**config.mk**
```make
export PLATFORM = sky130hd
export DESIGN_NAME = iorl_rule_engine
export DESIGN_NICKNAME = d
export VERILOG_FILES = /design/src/iorl_pkg.sv /design/src/iorl_axi_slave.sv /design/src/iorl_rule_engine.sv /design/src/iorl_timer.sv
export SDC_FILE = /design/constraint.sdc
export NUM_CORES = 1
export LEC_CHECK = 0
export BUFFER_PORTS_ARGS = -buffer_cell sky130_fd_sc_hd__buf_4
export CORE_AREA = 4 4 148 150
export CTS_CLUSTER_SIZE = 28
export DETAILED_ROUTE_END_ITERATION = 7
export DIE_AREA = 0 0 152 154
export GPL_ROUTABILITY_DRIVEN = 0
export PLACE_DENSITY = 0.85
export SLEW_MARGIN = 15
export SYNTH_ARGS = -nofsm -noshare
export SYNTH_HDL_FRONTEND = slang
export SYNTH_HIERARCHICAL = 1
export SYNTH_SLANG_ARGS = --single-unit
```
**constraint.sdc**
```tcl
create_clock -name aclk -period 7.6 [get_ports aclk]
set_input_delay 0 -clock aclk [delete_from_list [all_inputs] [get_ports aclk]]
set_output_delay 0 -clock aclk [all_outputs]
set_load 0.02 [all_outputs]
```
**src/iorl_pkg.sv**
```systemverilog
// How it works
// - Start input sets output 0, stop input clears it; state holds between.
// - Latch output ANDs inverted stop input with latch flag.
// - Sequence trigger sets output 0 and starts timer 0.
// - Outputs 1 to 5 follow in turn, each after its own delay.
// - Sequence outputs stay latched high.
// - Output 0 high only while all twelve inputs are high.
// - A rule takes at most three inputs; wider functions cascade.
// - Pass-to-following-rule chaining joins only adjacent rules.
// - Flag cascade links any two rules.
// - Flicker inverts flag 0 every 0.5 s; another rule copies it out.
// - One-shot: rise of input 0 sets output 0.
// - One-shot output drops after one second though input stays high.
// - Flag 0 starts false; edge starts timer 0; expiry sets flag, clears output.
// - One rule's pin-to-pin response stays under three milliseconds.
// - Scan runs inputs and logic, execution, outputs; flags seen next scan.
// - Sixteen rules, in rule-number order within each stage.
package iorl_pkg;

  ////////////////////////////////////////////////////////////////////////////////
  // Timing.
  localparam int unsigned CLK_FREQ_HZ = 10_000_000;
  localparam int unsigned SCAN_PERIOD_US = 1000;
  localparam int unsigned SCAN_CYCLES = CLK_FREQ_HZ / 1_000_000 * SCAN_PERIOD_US;
  localparam int unsigned FLICK_PERIOD_MS = 500;
  localparam int unsigned FLICK_SCANS = FLICK_PERIOD_MS * 1000 / SCAN_PERIOD_US;
  localparam int unsigned PULSE_PERIOD_MS = 1000;
  localparam int unsigned PULSE_SCANS = PULSE_PERIOD_MS * 1000 / SCAN_PERIOD_US;
  localparam int unsigned SEQ_DELAY_S = 5;
  localparam int unsigned SEQ_DELAY_SCANS = SEQ_DELAY_S * 1_000_000 / SCAN_PERIOD_US;

  ////////////////////////////////////////////////////////////////////////////////
  // Sizes.
  localparam int unsigned NUM_INPUTS = 12;
  localparam int unsigned NUM_OUTPUTS = 6;
  localparam int unsigned NUM_RULES = 16;
  localparam int unsigned NUM_FLAGS = 4;
  localparam int unsigned RULE_INPUTS = 3;
  localparam int unsigned SEQ_STAGES = 5;
  localparam int unsigned TIMER_W = 32;
  localparam int unsigned ADDR_W = 8;
  localparam int unsigned MODE_W = 3;

  ////////////////////////////////////////////////////////////////////////////////
  // Register map and fields.
  localparam logic [ADDR_W-1:0] ADDR_MODE = 8'h00;
  localparam logic [ADDR_W-1:0] ADDR_CONTROL = 8'h04;
  localparam logic [ADDR_W-1:0] ADDR_RULE_ENABLE = 8'h08;
  localparam logic [ADDR_W-1:0] ADDR_STATUS = 8'h0C;
  localparam logic [ADDR_W-1:0] ADDR_INPUTS = 8'h10;
  localparam logic [ADDR_W-1:0] ADDR_TIMER0 = 8'h14;
  localparam int unsigned CTRL_RUN_BIT = 0;
  localparam int unsigned CTRL_RESET_BIT = 1;
  localparam int unsigned STAT_OUT_LSB = 0;
  localparam int unsigned STAT_FLAG_LSB = 8;
  localparam int unsigned STAT_TRUN_BIT = 16;
  localparam logic [NUM_RULES-1:0] RULE_ENABLE_RESET = 16'hFFFF;
  localparam logic RUN_RESET = 1'b1;
  localparam logic [1:0] RESP_OKAY = 2'h0;
  localparam logic [1:0] RESP_SLVERR = 2'h2;

  // Pattern loaded into the rule engine.
  typedef enum logic [MODE_W-1:0] {
    MODE_IDLE = 3'h0,
    MODE_LATCH = 3'h1,
    MODE_SEQUENCE = 3'h3,
    MODE_AND12 = 3'h2,
    MODE_FLICKER = 3'h6,
    MODE_ONE_SHOT = 3'h7
  } iorl_mode_type;

  // One register write, issued for a single cycle.
  typedef struct packed {
    logic en;
    logic [ADDR_W-1:0] addr;
    logic [31:0] data;
    logic [3:0] strb;
  } iorl_reg_wr_type;

  // True for every implemented register word.
  function automatic logic iorl_mapped(input logic [ADDR_W-1:0] a);
    return (a == ADDR_MODE) || (a == ADDR_CONTROL) || (a == ADDR_RULE_ENABLE) ||
           (a == ADDR_STATUS) || (a == ADDR_INPUTS) || (a == ADDR_TIMER0);
  endfunction

  // Merge write data into an old word by byte strobes.
  function automatic logic [31:0] iorl_merge(input logic [31:0] old_word,
                                             input logic [31:0] data,
                                             input logic [3:0] strb);
    logic [31:0] r;
    r = old_word;
    for (int b = 0; b < 4; b++) begin
      if (strb[b]) begin
        r[b*8 +: 8] = data[b*8 +: 8];
      end
    end
    return r;
  endfunction

endpackage

```
**src/iorl_axi_slave.sv**
```systemverilog
`timescale 1ns/1ps
`default_nettype none
module iorl_axi_slave (
  // Clock and reset.
  input wire logic aclk,
  input wire logic aresetn,
  // Write address and data.
  input wire logic [iorl_pkg::ADDR_W-1:0] s_axi_awaddr,
  input wire logic s_axi_awvalid,
  output logic s_axi_awready,
  input wire logic [31:0] s_axi_wdata,
  input wire logic [3:0] s_axi_wstrb,
  input wire logic s_axi_wvalid,
  output logic s_axi_wready,
  // Write response.
  output logic [1:0] s_axi_bresp,
  output logic s_axi_bvalid,
  input wire logic s_axi_bready,
  // Read address and data.
  input wire logic [iorl_pkg::ADDR_W-1:0] s_axi_araddr,
  input wire logic s_axi_arvalid,
  output logic s_axi_arready,
  output logic [31:0] s_axi_rdata,
  output logic [1:0] s_axi_rresp,
  output logic s_axi_rvalid,
  input wire logic s_axi_rready,
  // Register side.
  output iorl_pkg::iorl_reg_wr_type reg_wr,
  output logic [iorl_pkg::ADDR_W-1:0] rd_addr,
  input wire logic [31:0] rd_data
);

  typedef struct packed {
    logic aw_have;
    logic [iorl_pkg::ADDR_W-1:0] awaddr;
    logic w_have;
    logic [31:0] wdata;
    logic [3:0] wstrb;
    logic awready;
    logic wready;
    logic bvalid;
    logic [1:0] bresp;
    logic arready;
    logic rd_pend;
    logic [iorl_pkg::ADDR_W-1:0] rd_addr;
    logic rvalid;
    logic [31:0] rdata;
    logic [1:0] rresp;
    iorl_pkg::iorl_reg_wr_type wr;
  } iorl_axi_state_type;

  iorl_axi_state_type st;
  iorl_axi_state_type next_st;

  // Ready flags are computed from the next state so every output is a flop.
  always_comb begin
    next_st = st;
    next_st.wr.en = 1'b0;
    if (s_axi_awvalid && st.awready) begin
      next_st.aw_have = 1'b1;
      next_st.awaddr = s_axi_awaddr;
    end
    if (s_axi_wvalid && st.wready) begin
      next_st.w_have = 1'b1;
      next_st.wdata = s_axi_wdata;
      next_st.wstrb = s_axi_wstrb;
    end
    if (st.bvalid && s_axi_bready) begin
      next_st.bvalid = 1'b0;
    end
    // Both halves held: commit once and answer in the same cycle.
    if (st.aw_have && st.w_have && !st.bvalid) begin
      next_st.wr.en = iorl_pkg::iorl_mapped(st.awaddr);
      next_st.wr.addr = st.awaddr;
      next_st.wr.data = st.wdata;
      next_st.wr.strb = st.wstrb;
      next_st.bvalid = 1'b1;
      next_st.bresp = iorl_pkg::iorl_mapped(st.awaddr) ? iorl_pkg::RESP_OKAY
                                                        : iorl_pkg::RESP_SLVERR;
      next_st.aw_have = 1'b0;
      next_st.w_have = 1'b0;
    end
    next_st.awready = !next_st.aw_have && !next_st.bvalid;
    next_st.wready = !next_st.w_have && !next_st.bvalid;
    // Read: decode one cycle, then register the data.
    if (st.rvalid && s_axi_rready) begin
      next_st.rvalid = 1'b0;
    end
    if (st.rd_pend) begin
      next_st.rd_pend = 1'b0;
      next_st.rvalid = 1'b1;
      next_st.rdata = rd_data;
      next_st.rresp = iorl_pkg::iorl_mapped(st.rd_addr) ? iorl_pkg::RESP_OKAY
                                                         : iorl_pkg::RESP_SLVERR;
    end
    if (s_axi_arvalid && st.arready) begin
      next_st.rd_pend = 1'b1;
      next_st.rd_addr = s_axi_araddr;
    end
    next_st.arready = !next_st.rd_pend && !next_st.rvalid;
  end

  always_ff @(posedge aclk) begin
    if (!aresetn) begin
      st <= '0;
    end else begin
      st <= next_st;
    end
  end

  assign s_axi_awready = st.awready;
  assign s_axi_wready = st.wready;
  assign s_axi_bvalid = st.bvalid;
  assign s_axi_bresp = st.bresp;
  assign s_axi_arready = st.arready;
  assign s_axi_rvalid = st.rvalid;
  assign s_axi_rdata = st.rdata;
  assign s_axi_rresp = st.rresp;
  assign reg_wr = st.wr;
  assign rd_addr = st.rd_addr;

endmodule // iorl_axi_slave
`default_nettype wire

```
**src/iorl_rule_engine.sv**
```systemverilog
`timescale 1ns/1ps
`default_nettype none
module iorl_rule_engine #(
  parameter int unsigned SCAN_CYCLES = iorl_pkg::SCAN_CYCLES,
  parameter int unsigned FLICK_SCANS = iorl_pkg::FLICK_SCANS,
  parameter int unsigned PULSE_SCANS = iorl_pkg::PULSE_SCANS,
  parameter logic [iorl_pkg::SEQ_STAGES-1:0][31:0] SEQ_SCANS =
    {iorl_pkg::SEQ_STAGES{32'(iorl_pkg::SEQ_DELAY_SCANS)}}
) (
  // Clock and reset.
  input wire logic aclk,
  input wire logic aresetn,
  // Field pins.
  input wire logic [iorl_pkg::NUM_INPUTS-1:0] digital_input,
  output logic [iorl_pkg::NUM_OUTPUTS-1:0] digital_output,
  // AXI4-Lite write channels.
  input wire logic [iorl_pkg::ADDR_W-1:0] s_axi_awaddr,
  input wire logic s_axi_awvalid,
  output logic s_axi_awready,
  input wire logic [31:0] s_axi_wdata,
  input wire logic [3:0] s_axi_wstrb,
  input wire logic s_axi_wvalid,
  output logic s_axi_wready,
  output logic [1:0] s_axi_bresp,
  output logic s_axi_bvalid,
  input wire logic s_axi_bready,
  // AXI4-Lite read channels.
  input wire logic [iorl_pkg::ADDR_W-1:0] s_axi_araddr,
  input wire logic s_axi_arvalid,
  output logic s_axi_arready,
  output logic [31:0] s_axi_rdata,
  output logic [1:0] s_axi_rresp,
  output logic s_axi_rvalid,
  input wire logic s_axi_rready
);

  localparam int unsigned NI = iorl_pkg::NUM_INPUTS;
  localparam int unsigned NO = iorl_pkg::NUM_OUTPUTS;
  localparam int unsigned NR = iorl_pkg::NUM_RULES;
  localparam int unsigned NF = iorl_pkg::NUM_FLAGS;
  localparam int unsigned RI = iorl_pkg::RULE_INPUTS;
  localparam int unsigned NS = iorl_pkg::SEQ_STAGES;
  localparam int unsigned TW = iorl_pkg::TIMER_W;
  localparam int unsigned AND_RULES = NI / RI;

  // Whole engine state.
  typedef struct packed {
    logic [NI-1:0] sync1;
    logic [NI-1:0] sync2;
    logic [NI-1:0] sample;
    logic [NI-1:0] prev;
    logic [31:0] scan_cnt;
    logic tick;
    logic [31:0] flick_cnt;
    iorl_pkg::iorl_mode_type mode;
    logic run;
    logic mod_rst;
    logic [NR-1:0] rule_en;
    logic [NF-1:0] flag;
    logic [NO-1:0] dout;
  } iorl_engine_state_type;

  iorl_engine_state_type st;
  iorl_engine_state_type next_st;

  iorl_pkg::iorl_reg_wr_type reg_wr;
  logic [iorl_pkg::ADDR_W-1:0] rd_addr;
  logic [31:0] rd_data;
  logic [TW-1:0] timer_count;
  logic timer_running;
  logic timer_start;
  logic timer_stop;
  logic rise0;
  logic [AND_RULES-1:0] and_link;
  logic [NS-1:0][31:0] seq_cum;
  logic [NS-1:0] seq_due;
  logic [31:0] ctrl_word;
  logic [31:0] mode_word;
  logic [31:0] en_word;

  ////////////////////////////////////////////////////////////////////////////////
  // Bus slave and timer 0.

  iorl_axi_slave u_axi (
    .aclk(aclk),
    .aresetn(aresetn),
    .s_axi_awaddr(s_axi_awaddr),
    .s_axi_awvalid(s_axi_awvalid),
    .s_axi_awready(s_axi_awready),
    .s_axi_wdata(s_axi_wdata),
    .s_axi_wstrb(s_axi_wstrb),
    .s_axi_wvalid(s_axi_wvalid),
    .s_axi_wready(s_axi_wready),
    .s_axi_bresp(s_axi_bresp),
    .s_axi_bvalid(s_axi_bvalid),
    .s_axi_bready(s_axi_bready),
    .s_axi_araddr(s_axi_araddr),
    .s_axi_arvalid(s_axi_arvalid),
    .s_axi_arready(s_axi_arready),
    .s_axi_rdata(s_axi_rdata),
    .s_axi_rresp(s_axi_rresp),
    .s_axi_rvalid(s_axi_rvalid),
    .s_axi_rready(s_axi_rready),
    .reg_wr(reg_wr),
    .rd_addr(rd_addr),
    .rd_data(rd_data)
  );

  iorl_timer #(
    .W(TW)
  ) u_timer0 (
    .aclk(aclk),
    .aresetn(aresetn),
    .tick(st.tick),
    .start(timer_start),
    .stop(timer_stop),
    .count(timer_count),
    .running(timer_running)
  );

  ////////////////////////////////////////////////////////////////////////////////
  // Derived rule conditions, taken from the scan sample and from timer 0.

  // Rises are seen between scan samples; a pulse shorter than a scan may be missed.
  assign rise0 = st.sample[0] && !st.prev[0];

  // Each AND rule sees three inputs; all but the last pass their result to the rule after it.
  generate
    for (genvar k = 0; k < AND_RULES; k++) begin : g_and
      if (k == 0) begin : g_first
        assign and_link[k] = st.rule_en[k] && (&st.sample[k*RI +: RI]);
      end else begin : g_next
        assign and_link[k] = and_link[k-1] && st.rule_en[k] &&
                             (&st.sample[k*RI +: RI]);
      end
    end
  endgenerate

  // Thresholds accumulate: stage k waits its delay after stage k-1.
  generate
    for (genvar k = 0; k < NS; k++) begin : g_seq
      if (k == 0) begin : g_first
        assign seq_cum[k] = SEQ_SCANS[k];
      end else begin : g_next
        assign seq_cum[k] = seq_cum[k-1] + SEQ_SCANS[k];
      end
      assign seq_due[k] = timer_running &&
                          (32'(timer_count) >= (seq_cum[k] - 32'h1));
    end
  endgenerate

  ////////////////////////////////////////////////////////////////////////////////
  // Register read decode.

  assign ctrl_word = 32'({st.run}) << iorl_pkg::CTRL_RUN_BIT;
  assign mode_word = 32'(st.mode);
  assign en_word = 32'(st.rule_en);

  // Unmapped addresses read as zero; the slave flags them with SLVERR.
  always_comb begin
    rd_data = 32'h0;
    case (rd_addr)
      iorl_pkg::ADDR_MODE: rd_data = mode_word;
      iorl_pkg::ADDR_CONTROL: rd_data = ctrl_word;
      iorl_pkg::ADDR_RULE_ENABLE: rd_data = en_word;
      iorl_pkg::ADDR_STATUS: begin
        rd_data[iorl_pkg::STAT_OUT_LSB +: NO] = st.dout;
        rd_data[iorl_pkg::STAT_FLAG_LSB +: NF] = st.flag;
        rd_data[iorl_pkg::STAT_TRUN_BIT] = timer_running;
      end
      iorl_pkg::ADDR_INPUTS: rd_data = 32'(st.sample);
      iorl_pkg::ADDR_TIMER0: rd_data = 32'(timer_count);
      default: rd_data = 32'h0;
    endcase
  end

  ////////////////////////////////////////////////////////////////////////////////
  // Next-state logic: pins, scan pacing, registers, then the rule scan.

  always_comb begin
    logic [31:0] w;
    w = 32'h0;
    next_st = st;
    timer_start = 1'b0;
    timer_stop = 1'b0;
    next_st.mod_rst = 1'b0;

    // Two-flop synchroniser; only sync2 is read further on.
    next_st.sync1 = digital_input;
    next_st.sync2 = st.sync1;

    // One scan per SCAN_CYCLES bounds pin-to-pin delay.
    next_st.tick = 1'b0;
    if (st.scan_cnt >= 32'(SCAN_CYCLES - 1)) begin
      next_st.scan_cnt = 32'h0;
      next_st.tick = 1'b1;
      next_st.sample = st.sync2;
      next_st.prev = st.sample;
    end else begin
      next_st.scan_cnt = st.scan_cnt + 32'h1;
    end

    // Register writes. A mode change also restarts the pattern from a clean state.
    if (reg_wr.en) begin
      case (reg_wr.addr)
        iorl_pkg::ADDR_MODE: begin
          w = iorl_pkg::iorl_merge(mode_word, reg_wr.data, reg_wr.strb);
          case (w[iorl_pkg::MODE_W-1:0])
            iorl_pkg::MODE_LATCH,
            iorl_pkg::MODE_SEQUENCE,
            iorl_pkg::MODE_AND12,
            iorl_pkg::MODE_FLICKER,
            iorl_pkg::MODE_ONE_SHOT: begin
              next_st.mode = iorl_pkg::iorl_mode_type'(w[iorl_pkg::MODE_W-1:0]);
            end
            default: next_st.mode = iorl_pkg::MODE_IDLE;
          endcase
          next_st.mod_rst = 1'b1;
        end
        iorl_pkg::ADDR_CONTROL: begin
          w = iorl_pkg::iorl_merge(ctrl_word, reg_wr.data, reg_wr.strb);
          next_st.run = w[iorl_pkg::CTRL_RUN_BIT];
          next_st.mod_rst = reg_wr.strb[0] && reg_wr.data[iorl_pkg::CTRL_RESET_BIT];
        end
        iorl_pkg::ADDR_RULE_ENABLE: begin
          w = iorl_pkg::iorl_merge(en_word, reg_wr.data, reg_wr.strb);
          next_st.rule_en = w[NR-1:0];
        end
        default: begin
        end
      endcase
    end

    if (st.mod_rst) begin
      // Module reset: flags cleared, timer stopped at zero, outputs low.
      next_st.flag = '0;
      next_st.dout = '0;
      next_st.flick_cnt = 32'h0;
      timer_stop = 1'b1;
    end else if (st.tick && st.run) begin
      // Reads below see flags registered at the end of the last scan,
      // so a flag written now is seen one scan later.
      // The rule-number order within each stage is the order of the code.
      case (st.mode)
        iorl_pkg::MODE_LATCH: begin
          // Rule 0 seals the start request into flag 0 until stop.
          if (st.rule_en[0]) begin
            next_st.flag[0] = st.sample[0] || (st.flag[0] && !st.sample[1]);
          end
          // Rule 1 drives the output from inverted stop AND flag 0.
          if (st.rule_en[1]) begin
            next_st.dout[0] = !st.sample[1] && st.flag[0];
          end
        end
        iorl_pkg::MODE_SEQUENCE: begin
          // Rule 0: the trigger lights output 0 and starts timer 0.
          if (st.rule_en[0] && rise0) begin
            next_st.dout[0] = 1'b1;
            timer_start = 1'b1;
          end
          // Rules 1 to 5 only ever set their outputs, so each one latches.
          for (int k = 0; k < NS; k++) begin
            if (st.rule_en[k+1] && seq_due[k]) begin
              next_st.dout[k+1] = 1'b1;
            end
          end
        end
        iorl_pkg::MODE_AND12: begin
          // The last rule of the chain owns output 0.
          if (st.rule_en[AND_RULES-1]) begin
            next_st.dout[0] = and_link[AND_RULES-1];
          end
        end
        iorl_pkg::MODE_FLICKER: begin
          // Rule 0 runs on its own execution period and inverts flag 0.
          if (st.rule_en[0]) begin
            if (st.flick_cnt >= 32'(FLICK_SCANS - 1)) begin
              next_st.flick_cnt = 32'h0;
              next_st.flag[0] = !st.flag[0];
            end else begin
              next_st.flick_cnt = st.flick_cnt + 32'h1;
            end
          end
          // Rule 1 copies flag 0 to the output every scan.
          if (st.rule_en[1]) begin
            next_st.dout[0] = st.flag[0];
          end
        end
        iorl_pkg::MODE_ONE_SHOT: begin
          // Rule 0: the edge restarts timer 0 and rearms flag 0 as false.
          if (st.rule_en[0] && rise0) begin
            timer_start = 1'b1;
            next_st.flag[0] = 1'b0;
          end else if (st.rule_en[1] && timer_running &&
                       (32'(timer_count) >= 32'(PULSE_SCANS - 2))) begin
            // Rule 1: expiry sets flag 0 one scan early to cover its visibility delay.
            next_st.flag[0] = 1'b1;
            timer_stop = 1'b1;
          end
          // Rule 2: an edge lights the output; a true flag 0 puts it out.
          if (st.rule_en[2]) begin
            if (rise0) begin
              next_st.dout[0] = 1'b1;
            end else if (st.flag[0]) begin
              next_st.dout[0] = 1'b0;
            end
          end
        end
        default: begin
          next_st.dout = '0;
        end
      endcase
    end
  end

  ////////////////////////////////////////////////////////////////////////////////
  // State register.

  // Synchronous reset idles every flag, output and count.
  always_ff @(posedge aclk) begin
    if (!aresetn) begin
      st <= '0;
      st.mode <= iorl_pkg::MODE_IDLE;
      st.run <= iorl_pkg::RUN_RESET;
      st.rule_en <= iorl_pkg::RULE_ENABLE_RESET;
    end else begin
      st <= next_st;
    end
  end

  assign digital_output = st.dout;

endmodule // iorl_rule_engine
`default_nettype wire

```
**src/iorl_timer.sv**
```systemverilog
`timescale 1ns/1ps
`default_nettype none
module iorl_timer #(
  parameter int unsigned W = 32
) (
  // Clock and reset.
  input wire logic aclk,
  input wire logic aresetn,
  // Control.
  input wire logic tick,
  input wire logic start,
  input wire logic stop,
  // State.
  output logic [W-1:0] count,
  output logic running
);

  typedef struct packed {
    logic [W-1:0] count;
    logic running;
  } iorl_timer_state_type;

  iorl_timer_state_type st;
  iorl_timer_state_type next_st;

  // Stop beats start so a module reset leaves the timer idle.
  always_comb begin
    next_st = st;
    if (stop) begin
      next_st.count = '0;
      next_st.running = 1'b0;
    end else if (start) begin
      next_st.count = '0;
      next_st.running = 1'b1;
    end else if (tick && st.running && (st.count != {W{1'b1}})) begin
      next_st.count = st.count + 1'b1;
    end
  end

  always_ff @(posedge aclk) begin
    if (!aresetn) begin
      st <= '0;
    end else begin
      st <= next_st;
    end
  end

  assign count = st.count;
  assign running = st.running;

endmodule // iorl_timer
`default_nettype wire

```
-- Yosys cells after proc, flatten, opt, wreduce, memory -nomap -nowiden
Cells that the tools add are included.
- bits in registers: 286
- output and inout bits: 47
- word-level logic and storage cells: 229
- add/sub/neg operators: 3
- $lt $le $gt $ge: 8
- equality and inequality tests: 38
- mux-type cells: 53
- bitwise gates (word level): 2
- reductions and logical operators: 85
- operators with widths (operator ; count):
    $add 32x1->32 const B ; 3
    $ge 32x14->1 const B ; 3
    $ge 32x15->1 const B ; 2
    $eq 8x4->1 const B ; 5
    $reduce_and 3->1 ; 13
    $mux 37 ; 1
    $logic_and 1x1->1 ; 36
    $pmux 6 s6 ; 1
    $mux 35 ; 1
    $eq 8x5->1 const B ; 4
    $ge 32x10->1 const B ; 1
    $ge 32x13->1 const B ; 1
    $ge 32x9->1 const B ; 1
    $mux 32 ; 1
    $ne 32x32->1 const B ; 1
    $mux 1 ; 31
    $ne 2x2->1 const B ; 13
    $eq 8x3->1 const B ; 3
    $logic_not 8->1 ; 3
    $mux 9 ; 2
    $pmux 4 s4 ; 1
    $mux 15 ; 1
    $mux 3 ; 5
    $eq 3x2->1 const B ; 4
    other kinds (21) ; 52

-- Longest topological paths before layout
Gate-level depths: netlist of the first run.
- depth in word-level cells: 10
- depth in mapped cells: 10
- gate-level depth less buffers: 9

-- Cells and area by module
Netlist of the first run, hierarchy kept.
- by module, submodules not included (module ; times used ; cells each ; area an instance (um2)):
    iorl_axi_slave ; 1 ; 651 ; 5831.8
    iorl_rule_engine ; 1 ; 645 ; 5744.3
    iorl_timer ; 1 ; 196 ; 1670.4

-- Worst setup path after synthesis of the first run
Ideal clock, no wire load.
- kind: register to register
- start point: register u_timer0.st, in the netlist u_timer0/count[22]
- end point: register u_timer0.st, in the netlist u_timer0/count[6]
- setup time: 0.060 ns
- data arrival time: 2.452 ns
- setup slack: 5.088 ns
- stages on the path, launching flop included: 11
- path buffers: 1
- period minus slack after synthesis: 2.512 ns
- cell sequence: dfxtp_1 > nor4_1 > nand4_1 > or3_1 > nor2_1 > o21bai_1 > nand2b_1 > or2_2 > buf_1 > or4b_1 > nand2_1
- cells in the longest elaborated chain, start to end: 8
- elaborated cells between the ends (all ways): 10
- classes of those cells: 1 x order compare; 1 x eq/ne; 5 x mux; 3 x reduce/logical
- ends and longest elaborated chain (element ; line ; text):
    from (decl) ; iorl_timer.sv:23 ; iorl_timer_state_type st;
    from (signal assigned) ; iorl_timer.sv:44 ; st <= next_st;
    $ge 32x10->1 ; iorl_rule_engine.sv:295 ; (32'(timer_count) >= 32'(PULSE_SCANS - 2))) begin
    $logic_and 1x1->1 ; iorl_rule_engine.sv:294 ; end else if (st.rule_en[1] && timer_running &&
    $mux 1 ; iorl_rule_engine.sv:294 ;
    $mux 1 ; iorl_rule_engine.sv:291 ; if (st.rule_en[0] && rise0) begin
    $mux 1 ; iorl_rule_engine.sv:244 ; case (st.mode)
    $mux 1 ; iorl_rule_engine.sv:240 ; end else if (st.tick && st.run) begin
    $mux 1 ; iorl_rule_engine.sv:234 ; if (st.mod_rst) begin
    via timer_stop ; iorl_rule_engine.sv:72 ; logic timer_stop;
    $reduce_or 3->1 (no source line) ; - ;
The timed path passes the listed nets, and every way through them passes these cells.
A chain may end at the register's enable or synchronous reset.

-- Worst setup path after layout of the first run
- start point: register u_timer0.st, in the netlist u_timer0/count[30]
- end point: register u_timer0.st, in the netlist u_timer0/count[6]
The elaborated chain is that of the path after synthesis.

==> results of run 1 <==
## worst register-to-register path, delay by kind of cell, from the launching register on
family | cells | cell delay (ns)
and+or+nand+nor | 8 | 2.65
DFF | 1 | 0.35
AOI/OAI and AO/OA | 1 | 0.09
## worst paths after layout
| path | from | end | slack [ns] | cells after the start |
|---|---|---|---|---|
| worst max-delay path | u_timer0/count[30] | u_timer0/count[6] | 4.46 | 9 |
| worst min-delay path | s_axi_wvalid | u_axi/st[112] | 0.03 | 4 |
| worst max register to register | u_timer0/count[30] | u_timer0/count[6] | 4.46 | 9 |
| worst min register to register | next_st[128] | st[128] | 0.43 | 1 |
## cell type report
class / count / area [um2] / area share
clock buffers: 36 / 749 / 0.0553
clock inverters: 12 / 93.8 / 0.00692
inverters: 16 / 60.1 / 0.00443
multi-input cells: 915 / 5540 / 0.409
flip-flops and latches: 266 / 5330 / 0.393
well taps: 275 / 344 / 0.0254
repair buffers: 169 / 1440 / 0.107
## sequential cells by signal (all words and copies together) (netlist names), 3 cells and up
register,flops
st,92
u_axi/s_axi_rdata,32
u_timer0/count,32
u_axi/st,29
u_axi/reg_wr,27
en_word,16
next_st,12
u_axi/rd_addr,8
digital_output,6
mode_word,3
## power groups by stage
| stage | registers [mW] | logic [mW] | clock network, mW |
|---|---|---|---|
| after floorplan | 1.46 | 0.0838 | 0 |
| after global placement | 1.47 | 0.107 | 0 |
| after detailed placement | 1.47 | 0.109 | 0 |
| after CTS | 1.44 | 0.136 | 1.28 |
| after global routing | 1.44 | 0.156 | 1.34 |
| final | 1.44 | 0.143 | 1.26 |
## routing by layer
layer  up-vias  global-route usage  share of wire
met4         0              0.0775          0.031
met5         -                   0              0
met1      4544               0.289           0.42
li1       4624                   -              -
met3        69              0.0326          0.056
met2       333               0.380           0.49
## what timing repair did
action	4_1_cts	5_1_grt
resized for setup	0	0
hold buffers	70	0
hold endpoints to repair	64	0
==> metrics.md, run 1 <==
| Metric | Value |
|---|---|
| Power share of the combinational group | `0.050` |
| CP endpoint kind | `flop` |
| Die height | `~150 um` |
| First-pass GRT wire length | `45000 um` |
| Routed wire per std cell | `15.8 um` |
| RSZ-0062 raised after global routing | `no` |
| Fin. Hold Viols | `0` |
| CP delay by family, top | `simple AND/OR/NAND/NOR gates` |
| Chip width | `152 um` |
| TritonRoute pass-1 iters | `5` |
| I/O pins | `118` |
| Final min period | `3.14 ns` |
| Initial antenna violation count | `0` |
| Fill count | `1605` |
| Switching share of power | `0.219` |
| Layout Nets | `1469` |
| Final TNS setup | `0 ns` |
| Detailed Route Iter0 Violations | `approximately 700` |
| Commonest cells after routing, fill and taps aside | `dfxtp_1 (265), nand2_1 (225), buf_4 (99)` |
| Starting Density | `0.572` |
| Peak supply drop | `183 uV` |
| Post-CTS Setup Bufs | `0` |
| Critical path launch point type | `flop` |
| Net Sw Power | `0.621 mW` |
| Largest net degree at the start of global routing | `109` |
| I/O Buffers | `97` |
| Slack of the critical path | `4.46 ns` |
| Internal Power | `between 2 and 2.5 mW` |
| Routed via count | `9570` |
| MaxCap Viol Count | `0` |
| GRT overflow | `0` |
| Endpoints failing setup | `0` |
| Antenna cell count | `0` |
| End-of-flow core utilization | `0.655` |
| Flop pwr share | `0.507` |
| Post-Place Cells | `1571` |
| Clk network pwr share | `0.442` |
| Core ar. | `20700 um2` |
| Worst rel slew slack | `0.264` |
| Clock Path Buffers | `3` |
| Post-DP Area | `12000 um2` |
| Worst-Margin Slew | `1.10 ns` |
| Slowest Stage Delay on Critical Path | `0.57 ns` |
| Area growth, synth to finish | `14.6%` |
| YS warnings | `6` |
| Mapped Area | `between 10000 and 15000 um2` |
| Leak Pwr | `5.13 nW` |
| Slew Limit Fails | `0` |
| CP arrival | `3.61 ns` |
| Min Hold Slack | `0.0308 ns` |
| CTS tree | `built` |
| Root buf cell | `clkbuf_16` |
| Clock skew | `~0.0094 ns` |
| Area of the die | `23400 um2` |
| CP cell instances | `nor4_1 > nand4_1 > or3_1 > nor2_1 > o21bai_1 > nand2b_1 > or2_2 > or4b_1 > nand2_1` |
| CTS sink cnt | `266` |
| Layout cells sized above 1 | `0.115` |
| Crit share post-route | `0.413` |
| ANT nets after route | `0` |
| Cells after synthesis | `1327` |
| Htree depth | `1` |
| Peak fanout along the critical path | `28` |
| Total CTS buffers | `27` |
| Post-placement setup slack | `roughly 4.5 ns` |
| Mean post-synth cell area | `8.91 um2` |
| Fin area | `13600 um2` |
| Cell Rows | `53` |
| Commonest non-fill, non-tap cell in the layout | `dfxtp_1` |
| Fin cells | `1689` |
| CP max-delay cell | `or4b_1` |
| Maximum clock rate | `319 MHz` |
| Worst Setup Path Type | `flop to flop` |
| Post-route DRC violation count | `0` |
| PD cells | `210 nW/um2` |
| Clk Latency, worst-skew pair | `0.53 ns` |
| Hold Path Class | `input pin to flop` |
| WP data required | `between 8 and 9 ns` |
| Buf+Inv Stages, Crit Path | `0` |
| Routed wire length | `26700 um` |
| Design Power | `2.84 mW` |
| Outcome | `finished, final reports clean` |
| Average via count per standard cell | `around 5.7` |
| Detailed Place HPWL | `~17000 um` |
| Vias in the first global route | `9251` |
| CTS clk-pin slew, worst paths | `around 0.06 ns` |
| Tot GR Track Use | `0.222` |
(Power assumes the default switching activity.)
==> inputs of run 2 (changes only) <==
CORE_AREA = 4 4 162 164   (was 4 4 148 150)
DIE_AREA = 0 0 166 168   (was 0 0 152 154)
PLACE_DENSITY = 0.76   (was 0.85)
clock period = 2.8 ns   (was 7.6 ns; I/O delays follow)
==> run 2 against run 1 <==
Against the previous run:
- combinational power rose to 2.8 times the previous value
- final area increased by 3.6%
- register-to-register slack worse by 4.3 ns
- clock-buffer cell count grew 2
- largest power group unchanged
- clock power rose to 3.1 times the previous value
- clock skew is 0.013 ns higher
- global-route usage fell by 3.9 points
- power rose to 2.9 times the previous value
- critical endpoint is now u_timer0/count[15]
==> metrics.md, run 2 (synthesized netlist as in run 1, its figures left out) <==
| Metric | Value |
|---|---|
| Outcome | `finished, final reports clean` |
| Clk Latency, worst-skew pair | `0.54 ns (about the same)` |
| Met2 usage | `0.318 (-0.0618)` |
| Commonest non-fill, non-tap cell in the layout | `dfxtp_1` |
| Total CTS buffers | `28 (+3.7%)` |
| Endpoints failing setup | `0 (unchanged)` |
| Most utilized layer in the global route result | `met2` |
| FF-to-FF End | `u_timer0/count[15]` |
| Area growth, synth to finish | `18.7%` |
| Layout Nets | `1498 (+2.0%)` |
| Crit share post-route | `0.952 (+0.539)` |
| Leak Pwr | `5.37 nW (+4.6%)` |
| Final TNS setup | `0 ns (unchanged)` |
| Worst Setup Path Type | `flop to flop` |
| Peak fanout along the critical path | `6 (-79%)` |
| RSZ-0062 raised after global routing | `no` |
| Average via count per standard cell | `5.31 (-6.2%)` |
| Htree depth | `1 (unchanged)` |
| Routed wire per std cell | `14.9 um (-5.6%)` |
| CTS tree | `built` |
| Largest net degree at the start of global routing | `66 (-39%)` |
| R2r startpoint | `u_timer0/count[30]` |
| CP endpoint kind | `flop` |
| Final min period | `2.67 ns (-0.472 ns)` |
| Initial antenna violation count | `0 (unchanged)` |
| Core ar. | `24900 um2 (+20%)` |
| Maximum clock rate | `375 MHz (+18%)` |
| Fill count | `2151 (+34%)` |
| MaxCap Viol Count | `0 (unchanged)` |
| Worst Hold Depth | `3 (-1)` |
| I/O Buffers | `97 (unchanged)` |
| Routed via count | `9435 (-1.4%)` |
| Post-route DRC violation count | `0 (unchanged)` |
| Worst-Margin Slew | `1.01 ns (-0.0856 ns)` |
| FF-to-FF path depth | `9 (unchanged)` |
| Worst rel slew slack | `0.326 (+0.0610)` |
| ANT nets after route | `0 (unchanged)` |
| GRT overflow | `0 (unchanged)` |
| Post-placement setup slack | `0.143 ns (-4.40 ns)` |
| Register-to-register setup slack | `0.13 ns (-4.33 ns)` |
| Commonest cells after routing, fill and taps aside | `dfxtp_1 (265), nand2_1 (225), buf_4 (121)` |
| Chip width | `166 um (+9.2%)` |
| Fin. Hold Viols | `0 (unchanged)` |
| Most flops, register | `st` |
| Tot GR Track Use | `0.183 (-0.0393)` |
| Die height | `168 um (+9.1%)` |
| First-pass GRT wire length | `44200 um (-1.7%)` |
| Hold Path Class | `input pin to flop` |
| CTS clk-pin slew, worst paths | `0.06 ns (about the same)` |
| TritonRoute pass-1 iters | `6 (+1)` |
| Layout cells sized above 1 | `0.135 (+0.0197)` |
| Detailed Place HPWL | `17500 um (+4.6%)` |
| Detailed Route Iter0 Violations | `724 (+6.2%)` |
| Area of the die | `27900 um2 (+19%)` |
| Hold_sp | `s_axi_awvalid` |
| Critical path destination | `u_timer0/count[15]` |
| Clock skew | `0.0220 ns (+0.0126 ns)` |
| Slew Limit Fails | `0 (unchanged)` |
| CP arrival | `3.14 ns (-0.47 ns)` |
| CTS sink cnt | `266 (unchanged)` |
| Largest register FFs | `92 (unchanged)` |
| Peak supply drop | `402 uV (+120%)` |
| I/O pins | `118 (unchanged)` |
| Critical path launch point type | `flop` |
| Slack of the critical path | `0.134 ns (-4.33 ns)` |
| Routed wire length | `26500 um (-0.76%)` |
| Critical path origin | `u_timer0/count[30]` |
| Met3 Use GR | `0.0277 (-0.00494)` |
| Post-CTS Setup Bufs | `0 (unchanged)` |
| WP data required | `3.27 ns (-4.80 ns)` |
| Vias in the first global route | `9013 (-2.6%)` |
| Cell Rows | `58 (+9.4%)` |
| GR Layer Usage met1 | `0.237 (-0.0518)` |
| PD cells | `584 nW/um2 (+180%)` |
| Clock Path Buffers | `3 (unchanged)` |
| Root buf cell | `clkbuf_16` |
| Starting Density | `0.475 (-0.0965)` |
==> run 2: metal layers <==
metal / routed length, um / part of all wire / vias up
li1: - / - / 4687
met1: 11600 / 0.44 / 4404
met2: 12900 / 0.49 / 281
met3: 1280 / 0.049 / 63
met4: 698 / 0.026 / 0
met5: 0 / 0 / -
==> run 2: report_power, final <==
part	switching (mW)	internal, mW	leakage [nW]
clock network	1.48	2.42	0.493
registers	0.0464	3.86	2.16
logic	0.187	0.208	2.72
total	1.72	6.48	5.37
==> run 2: worst min-delay path by stage <==
stage | end | slack [ns]
floorplan | next_st[129] | 0.13
global placement | next_st[120] | 0.21
detailed placement | next_st[120] | 0.21
CTS | u_axi/st[101] | 0.004
global route | u_axi/s_axi_awready | 0.07
finish | u_axi/s_axi_awready | 0.01
==> run 2: stage by stage <==
step	util	std cells	cell area (um2)	power, mW	hold slack [ns]
after floorplan	-	1345	11900	4.20	0.127
after global placement	0.492	1648	12200	4.29	0.211
after detailed placement	0.492	1648	12200	4.29	0.212
after CTS	0.563	1775	14000	8.27	0.00357
after global routing	0.564	1775	14000	8.49	0.0748
final	0.564	1776	14000	8.20	0.0131
==> run 2: timing repair <==
item                                   4_1_cts  5_1_grt
setup endpoints to repair                    0        2
hold buffers                                76        0
endpoints found under the hold margin       79        0
gates resized for setup                      0        5
==> run 2: area by class of cell <==
cell class	count	area (um2)	share of cell area
Tap cell	330	413	0.0294
Clock buffer	38	820	0.0584
Timing Repair Buffer	197	1670	0.119
Sequential cell	266	5330	0.379
Clock inverter	13	179	0.0127
Inverter	16	60.1	0.00428
Multi-Input combinational cell	915	5570	0.397
Antenna cell	1	2.50	0.000178
==> run 2: worst max-delay path, stage by stage (launching register included) <==
cell	delay, ns
dfxtp_1	0.35
nor4_2	0.33
nand4_1	0.26
or3_4	0.40
nor2_1	0.10
o21bai_1	0.07
nand2b_1	0.16
or2_2	0.34
or4_1	0.51
nand2_1	0.08
